`src/shared/io_ports_pkg.sv`:
```
package io_ports_pkg;

  // ---------------------------------------------------------------
  // bus carrier
  // ---------------------------------------------------------------
  typedef struct packed {
    logic        psel;
    logic        penable;
    logic        pwrite;
    logic [7:0]  paddr;
    logic [31:0] pwdata;
  } apb_req_t;

  // ---------------------------------------------------------------
  // register byte offsets
  // ---------------------------------------------------------------
  localparam logic [7:0] OFF_A_DATA  = 8'h00;
  localparam logic [7:0] OFF_A_DIR   = 8'h04;
  localparam logic [7:0] OFF_C_DATA  = 8'h08;
  localparam logic [7:0] OFF_C_DIR   = 8'h0C;
  localparam logic [7:0] OFF_D_DATA  = 8'h10;
  localparam logic [7:0] OFF_D_DIR   = 8'h14;
  localparam logic [7:0] OFF_E_DATA  = 8'h18;
  localparam logic [7:0] OFF_E_DIR   = 8'h1C;
  localparam logic [7:0] OFF_A_PULL  = 8'h20;
  localparam logic [7:0] OFF_A_WAKE  = 8'h24;
  localparam logic [7:0] OFF_C_PULL  = 8'h28;
  localparam logic [7:0] OFF_DE_PULL = 8'h2C;
  localparam logic [7:0] OFF_STATUS  = 8'h30;
  localparam logic [7:0] OFF_CLEAR   = 8'h34;
  localparam logic [7:0] OFF_ENABLE  = 8'h38;
  localparam logic [7:0] OFF_CTRL    = 8'h3C;
  localparam logic [7:0] OFF_LEVELS  = 8'h40;

  // ---------------------------------------------------------------
  // field positions
  // ---------------------------------------------------------------
  localparam int         ST_W       = 3;
  localparam int         ST_PORTC   = 0;
  localparam int         ST_EXTINT  = 1;
  localparam int         ST_WAKE    = 2;
  localparam int         PC_FALL_A  = 0;
  localparam int         PC_FALL_B  = 5;
  localparam int         PC_RISE    = 7;
  localparam int         PD_PU_LO   = 0;
  localparam int         PD_PU_HI   = 1;
  localparam int         PE_PU      = 2;
  localparam int         CTRL_IDLE  = 0;
  localparam int         LV_TIMER_ZERO_EXT_INPUT    = 0;
  localparam int         LV_TIMER_ONE_EXT_INPUT    = 1;
  localparam int         LV_EXTINT  = 2;
  localparam logic [7:0] PC_OD_MASK = 8'h0C;

  // ---------------------------------------------------------------
  // reset values
  // ---------------------------------------------------------------
  localparam logic [7:0] DATA_RST   = 8'h00;
  localparam logic [7:0] DIR_RST    = 8'h00;
  localparam logic [7:0] PC_LAT_RST = 8'h0C;
  localparam logic [7:0] CFG_RST    = 8'h00;

endpackage

```
`src/logic/phone_mcu_io_ports.sv`:
```
// Overview of operation
// RL1 - each port A pin may wake device
// RL2 - per-pin software direction, output or input
// RL3 - ports A and C pull-high per pin; port C bits 2,3 get no pull-high here
// RL4 - port D pull-high per four-bit nibble
// RL5 - port E pull-high one setting all
// RL6 - port C bits 0,5 falling edge interrupt
// RL7 - port C bit 7 rising edge interrupt
// RL8 - port C edge interrupt wakes idle device
// RL9 - external interrupt on falling edge only
// RL10 - port C bits 2,3 open-drain, never high
// RL11 - timer inputs plain, no pull-high
// RL12 - inputs read pin level, latches drive outputs
// RL13 - edges compare current and previous samples
//
// Design decisions made here: the register addresses and register access over APB.
`timescale 1ns/10ps
module phone_mcu_io_ports #(
  parameter int PORT_W = 8,
  parameter int PE_W   = 4
) (
  // clock and reset
  input  wire logic                     clock,
  input  wire logic                     rst_n,
  // apb slave
  input  wire io_ports_pkg::apb_req_t   apbReq,
  output logic [31:0]                   prdata,
  output logic                          pready,
  output logic                          pslverr,
  // port a
  input  wire logic [PORT_W-1:0]        wakeupCapablePortPinsIn,
  output logic [PORT_W-1:0]             wakeupCapablePortPinsOut,
  output logic [PORT_W-1:0]             wakeupCapablePortPinsOe,
  output logic [PORT_W-1:0]             wakeupCapablePortPinsPu,
  // port c, bits 2 and 3 are the open-drain lines
  input  wire logic [PORT_W-1:0]        portCIn,
  output logic [PORT_W-1:0]             portCOut,
  output logic [PORT_W-1:0]             portCOe,
  output logic [PORT_W-1:0]             portCPu,
  // port d
  input  wire logic [PORT_W-1:0]        nibblePullupPortPinsIn,
  output logic [PORT_W-1:0]             nibblePullupPortPinsOut,
  output logic [PORT_W-1:0]             nibblePullupPortPinsOe,
  output logic [PORT_W-1:0]             nibblePullupPortPinsPu,
  // port e
  input  wire logic [PE_W-1:0]          fourBitPortPinsIn,
  output logic [PE_W-1:0]               fourBitPortPinsOut,
  output logic [PE_W-1:0]               fourBitPortPinsOe,
  output logic [PE_W-1:0]               fourBitPortPinsPu,
  // dedicated inputs
  input  wire logic                     extIntIn_n,
  input  wire logic                     timerZeroExtInput,
  input  wire logic                     timerOneExtInput,
  output logic                          timerZeroLevel,
  output logic                          timerOneLevel,
  // system
  output logic                          irq,
  output logic                          idleMode,
  output logic                          wakeUp
);
  import io_ports_pkg::*;

  // ---------------------------------------------------------------
  // helpers
  // ---------------------------------------------------------------
  // output pins read back their latch, input pins their sampled level
  function automatic logic [PORT_W-1:0] pinView(input logic [PORT_W-1:0] lat,
                                                input logic [PORT_W-1:0] oe,
                                                input logic [PORT_W-1:0] smp);
    pinView = (lat & oe) | (smp & ~oe);
  endfunction

  function automatic logic [31:0] zext8(input logic [PORT_W-1:0] v);
    zext8 = {{(32-PORT_W){1'b0}}, v};
  endfunction

  // ---------------------------------------------------------------
  // state
  // ---------------------------------------------------------------
  logic [PORT_W-1:0] paLatchReg, paDirReg, paPullReg, paWakeReg;
  logic [PORT_W-1:0] pcLatchReg, pcDirReg, pcPullReg;
  logic [PORT_W-1:0] pdLatchReg, pdDirReg;
  logic [PE_W-1:0]   peLatchReg, peDirReg;
  logic [2:0]        dePullReg;
  logic [ST_W-1:0]   statusReg, enableReg;
  logic [PORT_W-1:0] paSampReg, paPrevReg, pcSampReg, pcPrevReg, pdSampReg;
  logic [PE_W-1:0]   peSampReg;
  logic              extSampReg, extPrevReg, idleReg;
  logic              busAccess, busAccept, busWrite;
  logic [7:0]        busAddr;
  logic [31:0]       busData;
  logic [PORT_W-1:0] pcFall, pcRise, paChange;
  logic              portCEdge, extFall, paWakeHit, wakeEvent;
  logic [ST_W-1:0]   statusNext, clearMask;

  assign busAddr   = apbReq.paddr;
  assign busData   = apbReq.pwdata;
  assign busAccess = apbReq.psel & apbReq.penable;
  assign busAccept = busAccess & pready;
  assign busWrite  = busAccept & apbReq.pwrite;

  // ---------------------------------------------------------------
  // bus slave: one wait state, data and error prepared meanwhile
  // ---------------------------------------------------------------
  logic [31:0] readMux;
  logic        addrOk;

  always_comb begin
    readMux = 32'h0000_0000;
    addrOk  = 1'b1;
    unique case (busAddr)
      OFF_A_DATA:  readMux = zext8(pinView(paLatchReg, paDirReg, paSampReg)); // see RL12
      OFF_A_DIR:   readMux = zext8(paDirReg);
      OFF_C_DATA:  readMux = zext8(pinView(pcLatchReg, pcDirReg, pcSampReg));
      OFF_C_DIR:   readMux = zext8(pcDirReg);
      OFF_D_DATA:  readMux = zext8(pinView(pdLatchReg, pdDirReg, pdSampReg));
      OFF_D_DIR:   readMux = zext8(pdDirReg);
      OFF_E_DATA:  readMux = {28'h0, (peLatchReg & peDirReg) | (peSampReg & ~peDirReg)};
      OFF_E_DIR:   readMux = {28'h0, peDirReg};
      OFF_A_PULL:  readMux = zext8(paPullReg);
      OFF_A_WAKE:  readMux = zext8(paWakeReg);
      OFF_C_PULL:  readMux = zext8(pcPullReg);
      OFF_DE_PULL: readMux = {29'h0, dePullReg};
      OFF_STATUS:  readMux = {29'h0, statusReg};
      OFF_CLEAR:   readMux = 32'h0000_0000;
      OFF_ENABLE:  readMux = {29'h0, enableReg};
      OFF_CTRL:    readMux = {31'h0, idleReg};
      OFF_LEVELS:  readMux = {29'h0, extSampReg, timerOneLevel, timerZeroLevel};
      default:     addrOk  = 1'b0;
    endcase
  end

  always_ff @(posedge clock or negedge rst_n) begin
    if (!rst_n) begin
      pready  <= 1'b0;
      prdata  <= 32'h0000_0000;
      pslverr <= 1'b0;
    end else begin
      pready  <= busAccess & ~pready;
      prdata  <= (busAccess & ~pready & ~apbReq.pwrite) ? readMux : 32'h0000_0000;
      pslverr <= busAccess & ~pready & ~addrOk;
    end
  end

  // ---------------------------------------------------------------
  // port latches, directions and pull-high options
  // ---------------------------------------------------------------
  always_ff @(posedge clock or negedge rst_n) begin
    if (!rst_n) begin
      paLatchReg <= DATA_RST;
      paDirReg   <= DIR_RST;
      pcLatchReg <= PC_LAT_RST;
      pcDirReg   <= DIR_RST;
      pdLatchReg <= DATA_RST;
      pdDirReg   <= DIR_RST;
      peLatchReg <= DATA_RST[PE_W-1:0];
      peDirReg   <= DIR_RST[PE_W-1:0];
    end else if (busWrite) begin
      unique case (busAddr)
        OFF_A_DATA: paLatchReg <= busData[PORT_W-1:0]; // see RL12
        OFF_A_DIR:  paDirReg   <= busData[PORT_W-1:0]; // see RL2
        OFF_C_DATA: pcLatchReg <= busData[PORT_W-1:0];
        OFF_C_DIR:  pcDirReg   <= busData[PORT_W-1:0] & ~PC_OD_MASK; // see RL10
        OFF_D_DATA: pdLatchReg <= busData[PORT_W-1:0];
        OFF_D_DIR:  pdDirReg   <= busData[PORT_W-1:0];
        OFF_E_DATA: peLatchReg <= busData[PE_W-1:0];
        OFF_E_DIR:  peDirReg   <= busData[PE_W-1:0];
        default: ;
      endcase
    end
  end

  always_ff @(posedge clock or negedge rst_n) begin
    if (!rst_n) begin
      paPullReg <= CFG_RST;
      paWakeReg <= CFG_RST;
      pcPullReg <= CFG_RST;
      dePullReg <= 3'h0;
    end else if (busWrite) begin
      unique case (busAddr)
        OFF_A_PULL:  paPullReg <= busData[PORT_W-1:0]; // see RL3
        OFF_A_WAKE:  paWakeReg <= busData[PORT_W-1:0]; // see RL1
        OFF_C_PULL:  pcPullReg <= busData[PORT_W-1:0] & ~PC_OD_MASK; // see RL3
        OFF_DE_PULL: dePullReg <= busData[2:0];
        default: ;
      endcase
    end
  end

  // pin drivers: everything leaves through a flop, one cycle behind the latch
  always_ff @(posedge clock or negedge rst_n) begin
    if (!rst_n) begin
      wakeupCapablePortPinsOut <= DATA_RST;
      wakeupCapablePortPinsOe  <= DIR_RST;
      wakeupCapablePortPinsPu  <= CFG_RST;
      portCOut                 <= DATA_RST;
      portCOe                  <= DIR_RST;
      portCPu                  <= CFG_RST;
      nibblePullupPortPinsOut  <= DATA_RST;
      nibblePullupPortPinsOe   <= DIR_RST;
      nibblePullupPortPinsPu   <= CFG_RST;
      fourBitPortPinsOut       <= DATA_RST[PE_W-1:0];
      fourBitPortPinsOe        <= DIR_RST[PE_W-1:0];
      fourBitPortPinsPu        <= CFG_RST[PE_W-1:0];
    end else begin
      wakeupCapablePortPinsOut <= paLatchReg;
      wakeupCapablePortPinsOe  <= paDirReg; // see RL2
      wakeupCapablePortPinsPu  <= paPullReg;
      // open-drain lines only pull low: enable follows the inverted latch
      portCOut                 <= pcLatchReg & ~PC_OD_MASK; // see RL10
      portCOe                  <= pcDirReg | (~pcLatchReg & PC_OD_MASK); // see RL10
      portCPu                  <= pcPullReg;
      nibblePullupPortPinsOut  <= pdLatchReg;
      nibblePullupPortPinsOe   <= pdDirReg;
      nibblePullupPortPinsPu   <= {{4{dePullReg[PD_PU_HI]}}, {4{dePullReg[PD_PU_LO]}}}; // see RL4
      fourBitPortPinsOut       <= peLatchReg;
      fourBitPortPinsOe        <= peDirReg;
      fourBitPortPinsPu        <= {PE_W{dePullReg[PE_PU]}}; // see RL5
    end
  end

  // ---------------------------------------------------------------
  // input sampling and edge detection
  // ---------------------------------------------------------------
  // timer and interrupt inputs have no pull-high output at all
  always_ff @(posedge clock or negedge rst_n) begin
    if (!rst_n) begin
      paSampReg      <= 8'h00;
      paPrevReg      <= 8'h00;
      pcSampReg      <= 8'h00;
      pcPrevReg      <= 8'h00;
      pdSampReg      <= 8'h00;
      peSampReg      <= 4'h0;
      extSampReg     <= 1'b1;
      extPrevReg     <= 1'b1;
      timerZeroLevel <= 1'b0;
      timerOneLevel  <= 1'b0;
    end else begin
      paSampReg      <= wakeupCapablePortPinsIn;
      paPrevReg      <= paSampReg;
      pcSampReg      <= portCIn;
      pcPrevReg      <= pcSampReg; // see RL13
      pdSampReg      <= nibblePullupPortPinsIn;
      peSampReg      <= fourBitPortPinsIn;
      extSampReg     <= extIntIn_n;
      extPrevReg     <= extSampReg;
      timerZeroLevel <= timerZeroExtInput; // see RL11
      timerOneLevel  <= timerOneExtInput; // see RL11
    end
  end

  assign pcFall    = pcPrevReg & ~pcSampReg; // see RL13
  assign pcRise    = ~pcPrevReg & pcSampReg;
  assign portCEdge = pcFall[PC_FALL_A] | pcFall[PC_FALL_B] | pcRise[PC_RISE]; // see RL6, RL7
  assign extFall   = extPrevReg & ~extSampReg; // see RL9
  // a wake pin only counts while it is an input
  assign paChange  = (paPrevReg ^ paSampReg) & paWakeReg & ~paDirReg;
  assign paWakeHit = |paChange; // see RL1
  assign wakeEvent = idleReg & (paWakeHit | (portCEdge & enableReg[ST_PORTC])); // see RL8

  // ---------------------------------------------------------------
  // interrupt status, enable and idle control
  // ---------------------------------------------------------------
  assign clearMask = (busWrite && busAddr == OFF_CLEAR) ? busData[ST_W-1:0] : 3'h0;

  // a new event in the clear cycle survives: set is applied after clear
  always_comb begin
    statusNext = statusReg & ~clearMask;
    statusNext[ST_PORTC]  = statusNext[ST_PORTC] | portCEdge; // see RL6, RL7
    statusNext[ST_EXTINT] = statusNext[ST_EXTINT] | extFall; // see RL9
    statusNext[ST_WAKE]   = statusNext[ST_WAKE] | wakeEvent;
  end

  always_ff @(posedge clock or negedge rst_n) begin
    if (!rst_n) begin
      statusReg <= 3'h0;
      enableReg <= 3'h0;
      irq       <= 1'b0;
    end else begin
      statusReg <= statusNext;
      if (busWrite && busAddr == OFF_ENABLE) begin
        enableReg <= busData[ST_W-1:0];
      end
      irq <= |(statusReg & enableReg);
    end
  end

  // wake wins over a software write in the same cycle
  always_ff @(posedge clock or negedge rst_n) begin
    if (!rst_n) begin
      idleReg  <= 1'b0;
      idleMode <= 1'b0;
      wakeUp   <= 1'b0;
    end else begin
      if (wakeEvent) begin
        idleReg <= 1'b0; // see RL8
      end else if (busWrite && busAddr == OFF_CTRL) begin
        idleReg <= busData[CTRL_IDLE];
      end
      idleMode <= idleReg & ~wakeEvent;
      wakeUp   <= wakeEvent;
    end
  end
endmodule

```
`config.mk`:
```
export PLATFORM = sky130hd
export DESIGN_NAME = phone_mcu_io_ports
export DESIGN_NICKNAME = d
export VERILOG_FILES = /design/src/shared/io_ports_pkg.sv /design/src/logic/phone_mcu_io_ports.sv
export SDC_FILE = /design/constraint.sdc
export NUM_CORES = 1
export LEC_CHECK = 0
export BUFFER_PORTS_ARGS = -buffer_cell sky130_fd_sc_hd__buf_2
export CORE_AREA = 2 2 128 130
export DETAILED_ROUTE_END_ITERATION = 10
export DIE_AREA = 0 0 130 132
export PLACE_DENSITY_LB_ADDON = 0.3
export SLEW_MARGIN = 40
export SYNTH_ARGS = -nofsm -noshare
export SYNTH_HDL_FRONTEND = slang
export SYNTH_SLANG_ARGS = --single-unit
```
`constraint.sdc`:
```
create_clock -name clock -period 2.1 [get_ports clock]
set_clock_uncertainty 0.05 [all_clocks]
set_input_delay 0.105 -clock clock [delete_from_list [all_inputs] [get_ports clock]]
set_output_delay 0.105 -clock clock [all_outputs]
set_load 0.05 [all_outputs]
```
==> Yosys cells after proc, flatten, opt, wreduce, memory -nomap -nowiden <==
Index checks and enable logic that the tools add are counted.
{ "word_totals": {"ff_bits": 245, "wordCells": 134, "output_inout_bits": 123, "input_bits": 76} }
{ "classes": {"n_eq_ne": 16, "n_reduce_logical": 20, "n_mux": 6, "n_bitwise": 49} }
{ "op_table": {"columns": ["op", "n"], "rows": [
  ["8-bit one-hot mux with 16 select lines", 1],
  ["8-bit AND", 9],
  ["8-bit by 6-bit == test with 1-bit output (second input constant)", 8],
  ["8-bit by 5-bit == test with 1-bit output (second input constant)", 4],
  ["32-bit two-way mux", 1],
  ["8-bit inverter", 4],
  ["8-bit OR", 3],
  ["2-bit AND reduction", 12],
  ["17-bit OR reduction", 1],
  ["8-bit by 4-bit == test with 1-bit output (second input constant)", 2],
  ["1-bit AND", 10],
  ["4-bit AND", 2],
  ["8-bit by 3-bit == test with 1-bit output (second input constant)", 1],
  ["8-bit by 7-bit == test with 1-bit output (second input constant)", 1],
  ["8-bit logical NOT", 1],
  ["4-bit inverter", 2],
  ["8-bit by 4-bit OR with 8-bit output", 1],
  ["8-bit OR reduction", 1],
  ["8-bit XOR", 1],
  ["3-bit AND", 2],
  ["6-bit AND", 1],
  ["6-bit inverter", 1],
  ["1-bit OR", 6],
  ["1-bit inverter", 5],
  ["other kinds (7)", 11]
]} }

==> Longest topological paths before layout <==
{ "depth": {"word_depth": 9, "ltp_mapped": 7, "depth_no_buf": 5} }

==> Least setup slack after synthesis <==
Ideal clock, no wire load.
{ "synth_timing": {"kind": "register to register", "from": "reg pready", "to": "reg pcDirReg[0]", "n_path_buf": 0, "arrival_ns": 1.775, "setup_ns": 0.125, "t_required_ns": 1.925, "synth_period_minus_slack_ns": 1.950, "stages_incl_launch_ff": 5, "slack_ns": 0.150, "cell_sequence": "dfrtp_1 -> and4_1 -> nand2_1 -> nor2_2 -> mux2_2"} }
{ "synth_via": {"elab_chain_len": 3} }
{ "synth_rtl": {"columns": ["item", "line", "text"], "rows": [
  ["start, declared", "phone_mcu_io_ports.sv:28", "output logic pready,"],
  ["start signal, assigned", "phone_mcu_io_ports.sv:139", "pready <= busAccess & ~pready;"],
  ["1-bit AND", "phone_mcu_io_ports.sv:99", "assign busAccept = busAccess & pready;"],
  ["1-bit AND", "phone_mcu_io_ports.sv:100", "assign busWrite = busAccept & apbReq.pwrite;"],
  ["2-bit AND reduction (no line)", null, null],
  ["end signal, assigned", "phone_mcu_io_ports.sv:163", "OFF_C_DIR: pcDirReg <= busData[PORT_W-1:0] & ~PC_OD_MASK;"],
  ["end, declared", "phone_mcu_io_ports.sv:81", "logic [PORT_W-1:0] pcLatchReg, pcDirReg, pcPullReg;"]
]} }
No other way between the ends.
A chain may end at the register's enable or synchronous reset.

==> Final worst setup path <==
{ "layout_timing": {"from": "reg pready", "to": "reg paWakeReg[2]"} }
{ "layout_via": {"elab_chain_len": 3} }
{ "layout_rtl": {"columns": ["item", "line", "text"], "rows": [
  ["1-bit AND", "phone_mcu_io_ports.sv:99", null],
  ["1-bit AND", "phone_mcu_io_ports.sv:100", null],
  ["2-bit AND reduction (no line)", null, null],
  ["end signal, assigned", "phone_mcu_io_ports.sv:182", "OFF_A_WAKE: paWakeReg <= busData[PORT_W-1:0];"],
  ["end, declared", "phone_mcu_io_ports.sv:80", "logic [PORT_W-1:0] paLatchReg, paDirReg, paPullReg, paWakeReg;"]
]} }
No other way between the ends.

==> metrics.md <==
| Metric | Value |
|---|---|
| Critical path capture point type | flip-flop |
| Per-cell routed wire length | 20.36 µm |
| Length of the first detailed-routing pass in iterations | 5 |
| Final GP Congestion | 0.9389 |
| Post-synthesis instance area | 8152 µm² |
| Global-route wire length before repair | 32920 µm |
| Mean instance size in the synthesized netlist | 13.89 µm² |
| Routed length on met1 | 9185 µm |
| Fraction of the cycle the final worst path needs | 92.03% |
| Startpoint type of the worst setup path | flip-flop |
| Buffer depth of the longest clock path | 3 |
| H-Tree Depth | 1 |
| Slew headroom | 59.84% |
| Initial antenna violation count | 1 |
| Source-to-sink clock delay at the later pin of the worst-skew pair | 500 ps |
| Met3 routed wirelength | 1373 µm |
| DR iter-0 viols | 305 |
| Sink Count | 213 |
| Number of warnings issued by yosys | 0 |
| Critical setup path kind | reg2reg |
| Count of state elements after synthesis | 213 |
| Placed cell areas | 9206 µm² |
| GRT Resource Usage Total | 25.32% |
| Total negative slack for setup checks | 0 ps |
| Number of global-route vias before repair | 5787 |
| Compound-Gate Fraction of Synth Area | 6.063% |
| Worst hold path class | in2reg |
| CTS root buffer | sky130_fd_sc_hd__clkbuf_16 |
| Number of enable flip-flop cells after synthesis | 0 |
| Width of the chip | 130 µm |
| Port Buffer Count | 146 |
| Run status | finished, final reports clean |
| WHS Path Cells | 3 |
| Placement Rows | 46 |
| Post-synthesis to final-layout area growth | 27.95% |
| DRC violation count after routing | 0 |
| Cell count after synthesis | 587 |
| Crit-path max cell delay | 410 ps |
| I/O pins | 199 |
| Initial Util | 51.88% |
| Aggregate global routing overflow | 0 |
| Number of pins with negative max-slew slack in the final report | 0 |
| Peak VDD IR | 0.6113 mV |
| Clock input transition at the sequential cells of the worst setup and hold paths | 60 ps |
| Die Height | 132 µm |
| Average via count per standard cell | 5.305 |
| Post-synthesis simple-gate area fraction | 8.150% |
| Power per standard cell area | 862.1 nW/µm² |
| Max Freq | 517.4 MHz |
| Final WS setup | 167.4 ps |
| Count of unique library cells instantiated by Yosys | 55 |
| Arrival time worst endpoint | 2250 ps |
| Worst-case reg-to-reg path depth | 5 |
| Unrepaired setup endpoints after global routing | no |
| Critical path depth | 5 |
| Detailed placer's ending HPWL | 14850 µm |
| Via total after detailed routing | 5496 |
| Transition at the pin with the smallest max-transition slack | 602.4 ps |
| FF-to-FF End | paWakeReg[2]$_DFFE_PN0P_ |
| Source of the critical timing path | pready$_DFF_PN0_ |
| Pin count of the biggest net entering global routing | 66 |
| Buffering stage count on the worst path with inverters included | 1 |
| Share of cells above drive strength 1 | 36.39% |
| End point of the critical path | paWakeReg[2]$_DFFE_PN0P_ |
| Share of synthesized flip-flops with an asynchronous set or reset | 100.0% |
| Layout Nets | 879 |
| Die area | 17160 µm² |
| Uppermost signal routing layer after detailed routing | met4 |
| Final ANT Viol Nets | 0 |
| Required @ worst endpoint | 2420 ps |
| Worst setup slack after placement | 129.6 ps |
| Post-cts repair resize count | 0 |
| Number of inserted filler cells in the final layout | 1124 |
| Final Hold Fails | 0 |
| CTS Buf Count | 22 |
| Final period demand of the worst path | 1933 ps |
| Critical Path Fanout Max | 8 |
| Sequential element share of the synthesized area | 65.45% |
| Worst path cell trace | and4_1, buf_4, nand2_1, nor2_2, mux2_2 |
| Combinational family with the most area after synthesis | multiplexers |
| Final setup viols | 0 |
| Final wirelength | 21090 µm |
| Max-capacitance violation count | 0 |
| Clock tree from TritonCTS | done |
| Post-synthesis share of cell area spent on full adders, half adders and majority gates | 0% |
| Worst-case register-to-register setup slack | 170 ps |
| XOR/XNOR share of the synthesized area | 0.8596% |
| Non-Filler Cell Area, Final | 10430 µm² |
| Routed wire length on met2 | 10100 µm |
| Delay-heaviest family, CP | simple AND/OR/NAND/NOR gates |
| Area of the core | 15710 µm² |
| Critical register-to-register path startpoint | pready$_DFF_PN0_ |
| Leak | 5.290 nW |
| Post-synthesis mux area share | 14.63% |
| Dominant register cell in the synthesized netlist | sky130_fd_sc_hd__dfrtp_1 |
| Worst-path cell with the longest stage delay | sky130_fd_sc_hd__nor2_2 |
## metal layers
metal / up-vias / global-route usage [%]
li1: 2444 / -
met1: 2772 / 35.90
met2: 244 / 39.94
met3: 36 / 4.830
met4: 0 / 7.766
met5: - / 0
## metrics by stage
step,utilization (%),hold WS [ps],cells,total power [W]
2_1_floorplan,-,-240.6,614,0.004559
3_3_place_gp,58.59,34.49,954,0.004755
3_5_place_dp,58.59,46.88,954,0.004766
4_1_cts,66.36,4.701,1035,0.009069
5_1_grt,66.36,52.35,1035,0.009300
6_report,66.38,12.38,1036,0.008992
## cells in the mapped netlist, types with 2 or more instances
| cell type | count | area, µm² |
|---|---|---|
| sky130_fd_sc_hd__a41oi_1 | 2 | 17.52 |
| sky130_fd_sc_hd__or4b_1 | 2 | 20.02 |
| sky130_fd_sc_hd__dfstp_2 | 4 | 105.1 |
| sky130_fd_sc_hd__nand2_1 | 34 | 127.6 |
| sky130_fd_sc_hd__o22ai_1 | 3 | 18.77 |
| sky130_fd_sc_hd__and3_1 | 2 | 12.51 |
| sky130_fd_sc_hd__nor2_2 | 6 | 37.54 |
| sky130_fd_sc_hd__nand2b_1 | 3 | 18.77 |
| sky130_fd_sc_hd__a211oi_1 | 2 | 15.01 |
| sky130_fd_sc_hd__nand3b_1 | 5 | 37.54 |
| sky130_fd_sc_hd__dfrtp_1 | 209 | 5230 |
| sky130_fd_sc_hd__mux2_1 | 20 | 225.2 |
| sky130_fd_sc_hd__mux2i_1 | 28 | 280.3 |
| sky130_fd_sc_hd__nor3b_1 | 10 | 75.07 |
| sky130_fd_sc_hd__and2_1 | 2 | 12.51 |
| sky130_fd_sc_hd__or2_2 | 2 | 12.51 |
| sky130_fd_sc_hd__a31oi_1 | 9 | 56.30 |
| sky130_fd_sc_hd__a32oi_1 | 2 | 17.52 |
| sky130_fd_sc_hd__mux2_2 | 61 | 686.9 |
| sky130_fd_sc_hd__buf_2 | 7 | 35.03 |
| sky130_fd_sc_hd__a22oi_1 | 4 | 30.03 |
| sky130_fd_sc_hd__a21o_1 | 2 | 15.01 |
| sky130_fd_sc_hd__nor4b_2 | 3 | 45.04 |
| sky130_fd_sc_hd__buf_4 | 37 | 277.8 |
| sky130_fd_sc_hd__nand3_1 | 9 | 45.04 |
| sky130_fd_sc_hd__a21oi_1 | 7 | 35.03 |
| sky130_fd_sc_hd__xnor2_1 | 8 | 70.07 |
| sky130_fd_sc_hd__o21ai_0 | 26 | 130.1 |
| sky130_fd_sc_hd__clkbuf_1 | 11 | 41.29 |
| sky130_fd_sc_hd__a22o_1 | 5 | 43.79 |
| sky130_fd_sc_hd__nor2_1 | 19 | 71.32 |
| sky130_fd_sc_hd__inv_1 | 10 | 37.54 |
| sky130_fd_sc_hd__nor2_4 | 3 | 33.78 |
| sky130_fd_sc_hd__o211ai_1 | 3 | 22.52 |
| sky130_fd_sc_hd__nor4_1 | 5 | 31.28 |
| sky130_fd_sc_hd__nor3_1 | 2 | 10.01 |
| sky130_fd_sc_hd__a2111oi_0 | 2 | 17.52 |
## cell usage in the layout (no fill, tap or decap), types with 10 or more instances in the layout
master / synthesis / final
sky130_fd_sc_hd__nor2_1: 19 / 19
sky130_fd_sc_hd__o21ai_0: 26 / 26
sky130_fd_sc_hd__conb_1: 1 / 28
sky130_fd_sc_hd__inv_1: 10 / 10
sky130_fd_sc_hd__nand2_1: 34 / 34
sky130_fd_sc_hd__mux2i_1: 28 / 28
sky130_fd_sc_hd__buf_2: 7 / 145
sky130_fd_sc_hd__dfrtp_1: 209 / 209
sky130_fd_sc_hd__mux2_2: 61 / 61
sky130_fd_sc_hd__nor3b_1: 10 / 10
sky130_fd_sc_hd__mux2_1: 20 / 20
sky130_fd_sc_hd__buf_4: 37 / 29
sky130_fd_sc_hd__dlygate4sd3_1: 0 / 41
sky130_fd_sc_hd__clkbuf_16: 0 / 23
## worst min-delay path: cells and delay by family
kind / cells / cell delay [ps]
buffers and inverters: 1 / 200
AND/OR/NAND/NOR: 1 / 90
AO/OA/AOI/OAI: 1 / 120
## worst min path at each step
stage                                            to      start
6_report                     statusReg[1]$_DFF_PN0_  apbReq[1]
5_1_grt                      statusReg[1]$_DFF_PN0_  apbReq[1]
4_1_cts                      statusReg[1]$_DFF_PN0_  apbReq[1]
3_5_place_dp   wakeupCapablePortPinsOe[5]$_DFF_PN0_      rst_n
3_3_place_gp              paLatchReg[5]$_DFFE_PN0P_      rst_n
2_1_floorplan              dePullReg[0]$_DFFE_PN0P_      rst_n
## cells by family after synthesis
| family | Yosys count |
|---|---|
| other | 1 |
| AND/OR/NAND/NOR | 115 |
| flip-flops | 213 |
| buffers and inverters | 65 |
| XOR/XNOR | 8 |
| AO/OA/AOI/OAI | 76 |
| multiplexers | 109 |
## report_power, final
group | switching [W] | internal [W]
clock | 0.00158 | 0.00266
sequential | 0.0000330 | 0.00416
combinational | 0.000390 | 0.000169
total | 0.00200 | 0.00699
## what timing repair did
| action | 4_1_cts | 5_1_grt |
|---|---|---|
| setup buffers | 0 | 0 |
| hold buffers | 41 | 0 |
| hold endpoints to repair | 248 | 0 |
## final cells by class
cell class	count	area, µm²	area share [%]
Inverter	10	37.54	0.3599
Timing Repair Buffer	220	1448	13.88
Clock buffer	29	648.1	6.214
Tap cell	216	270.3	2.591
Clock inverter	11	162.7	1.560
Antenna cell	1	2.502	0.02399
Sequential cell	213	5335	51.15
Multi-Input combinational cell	336	2526	24.22
Power figures use the tool's default switching activity.
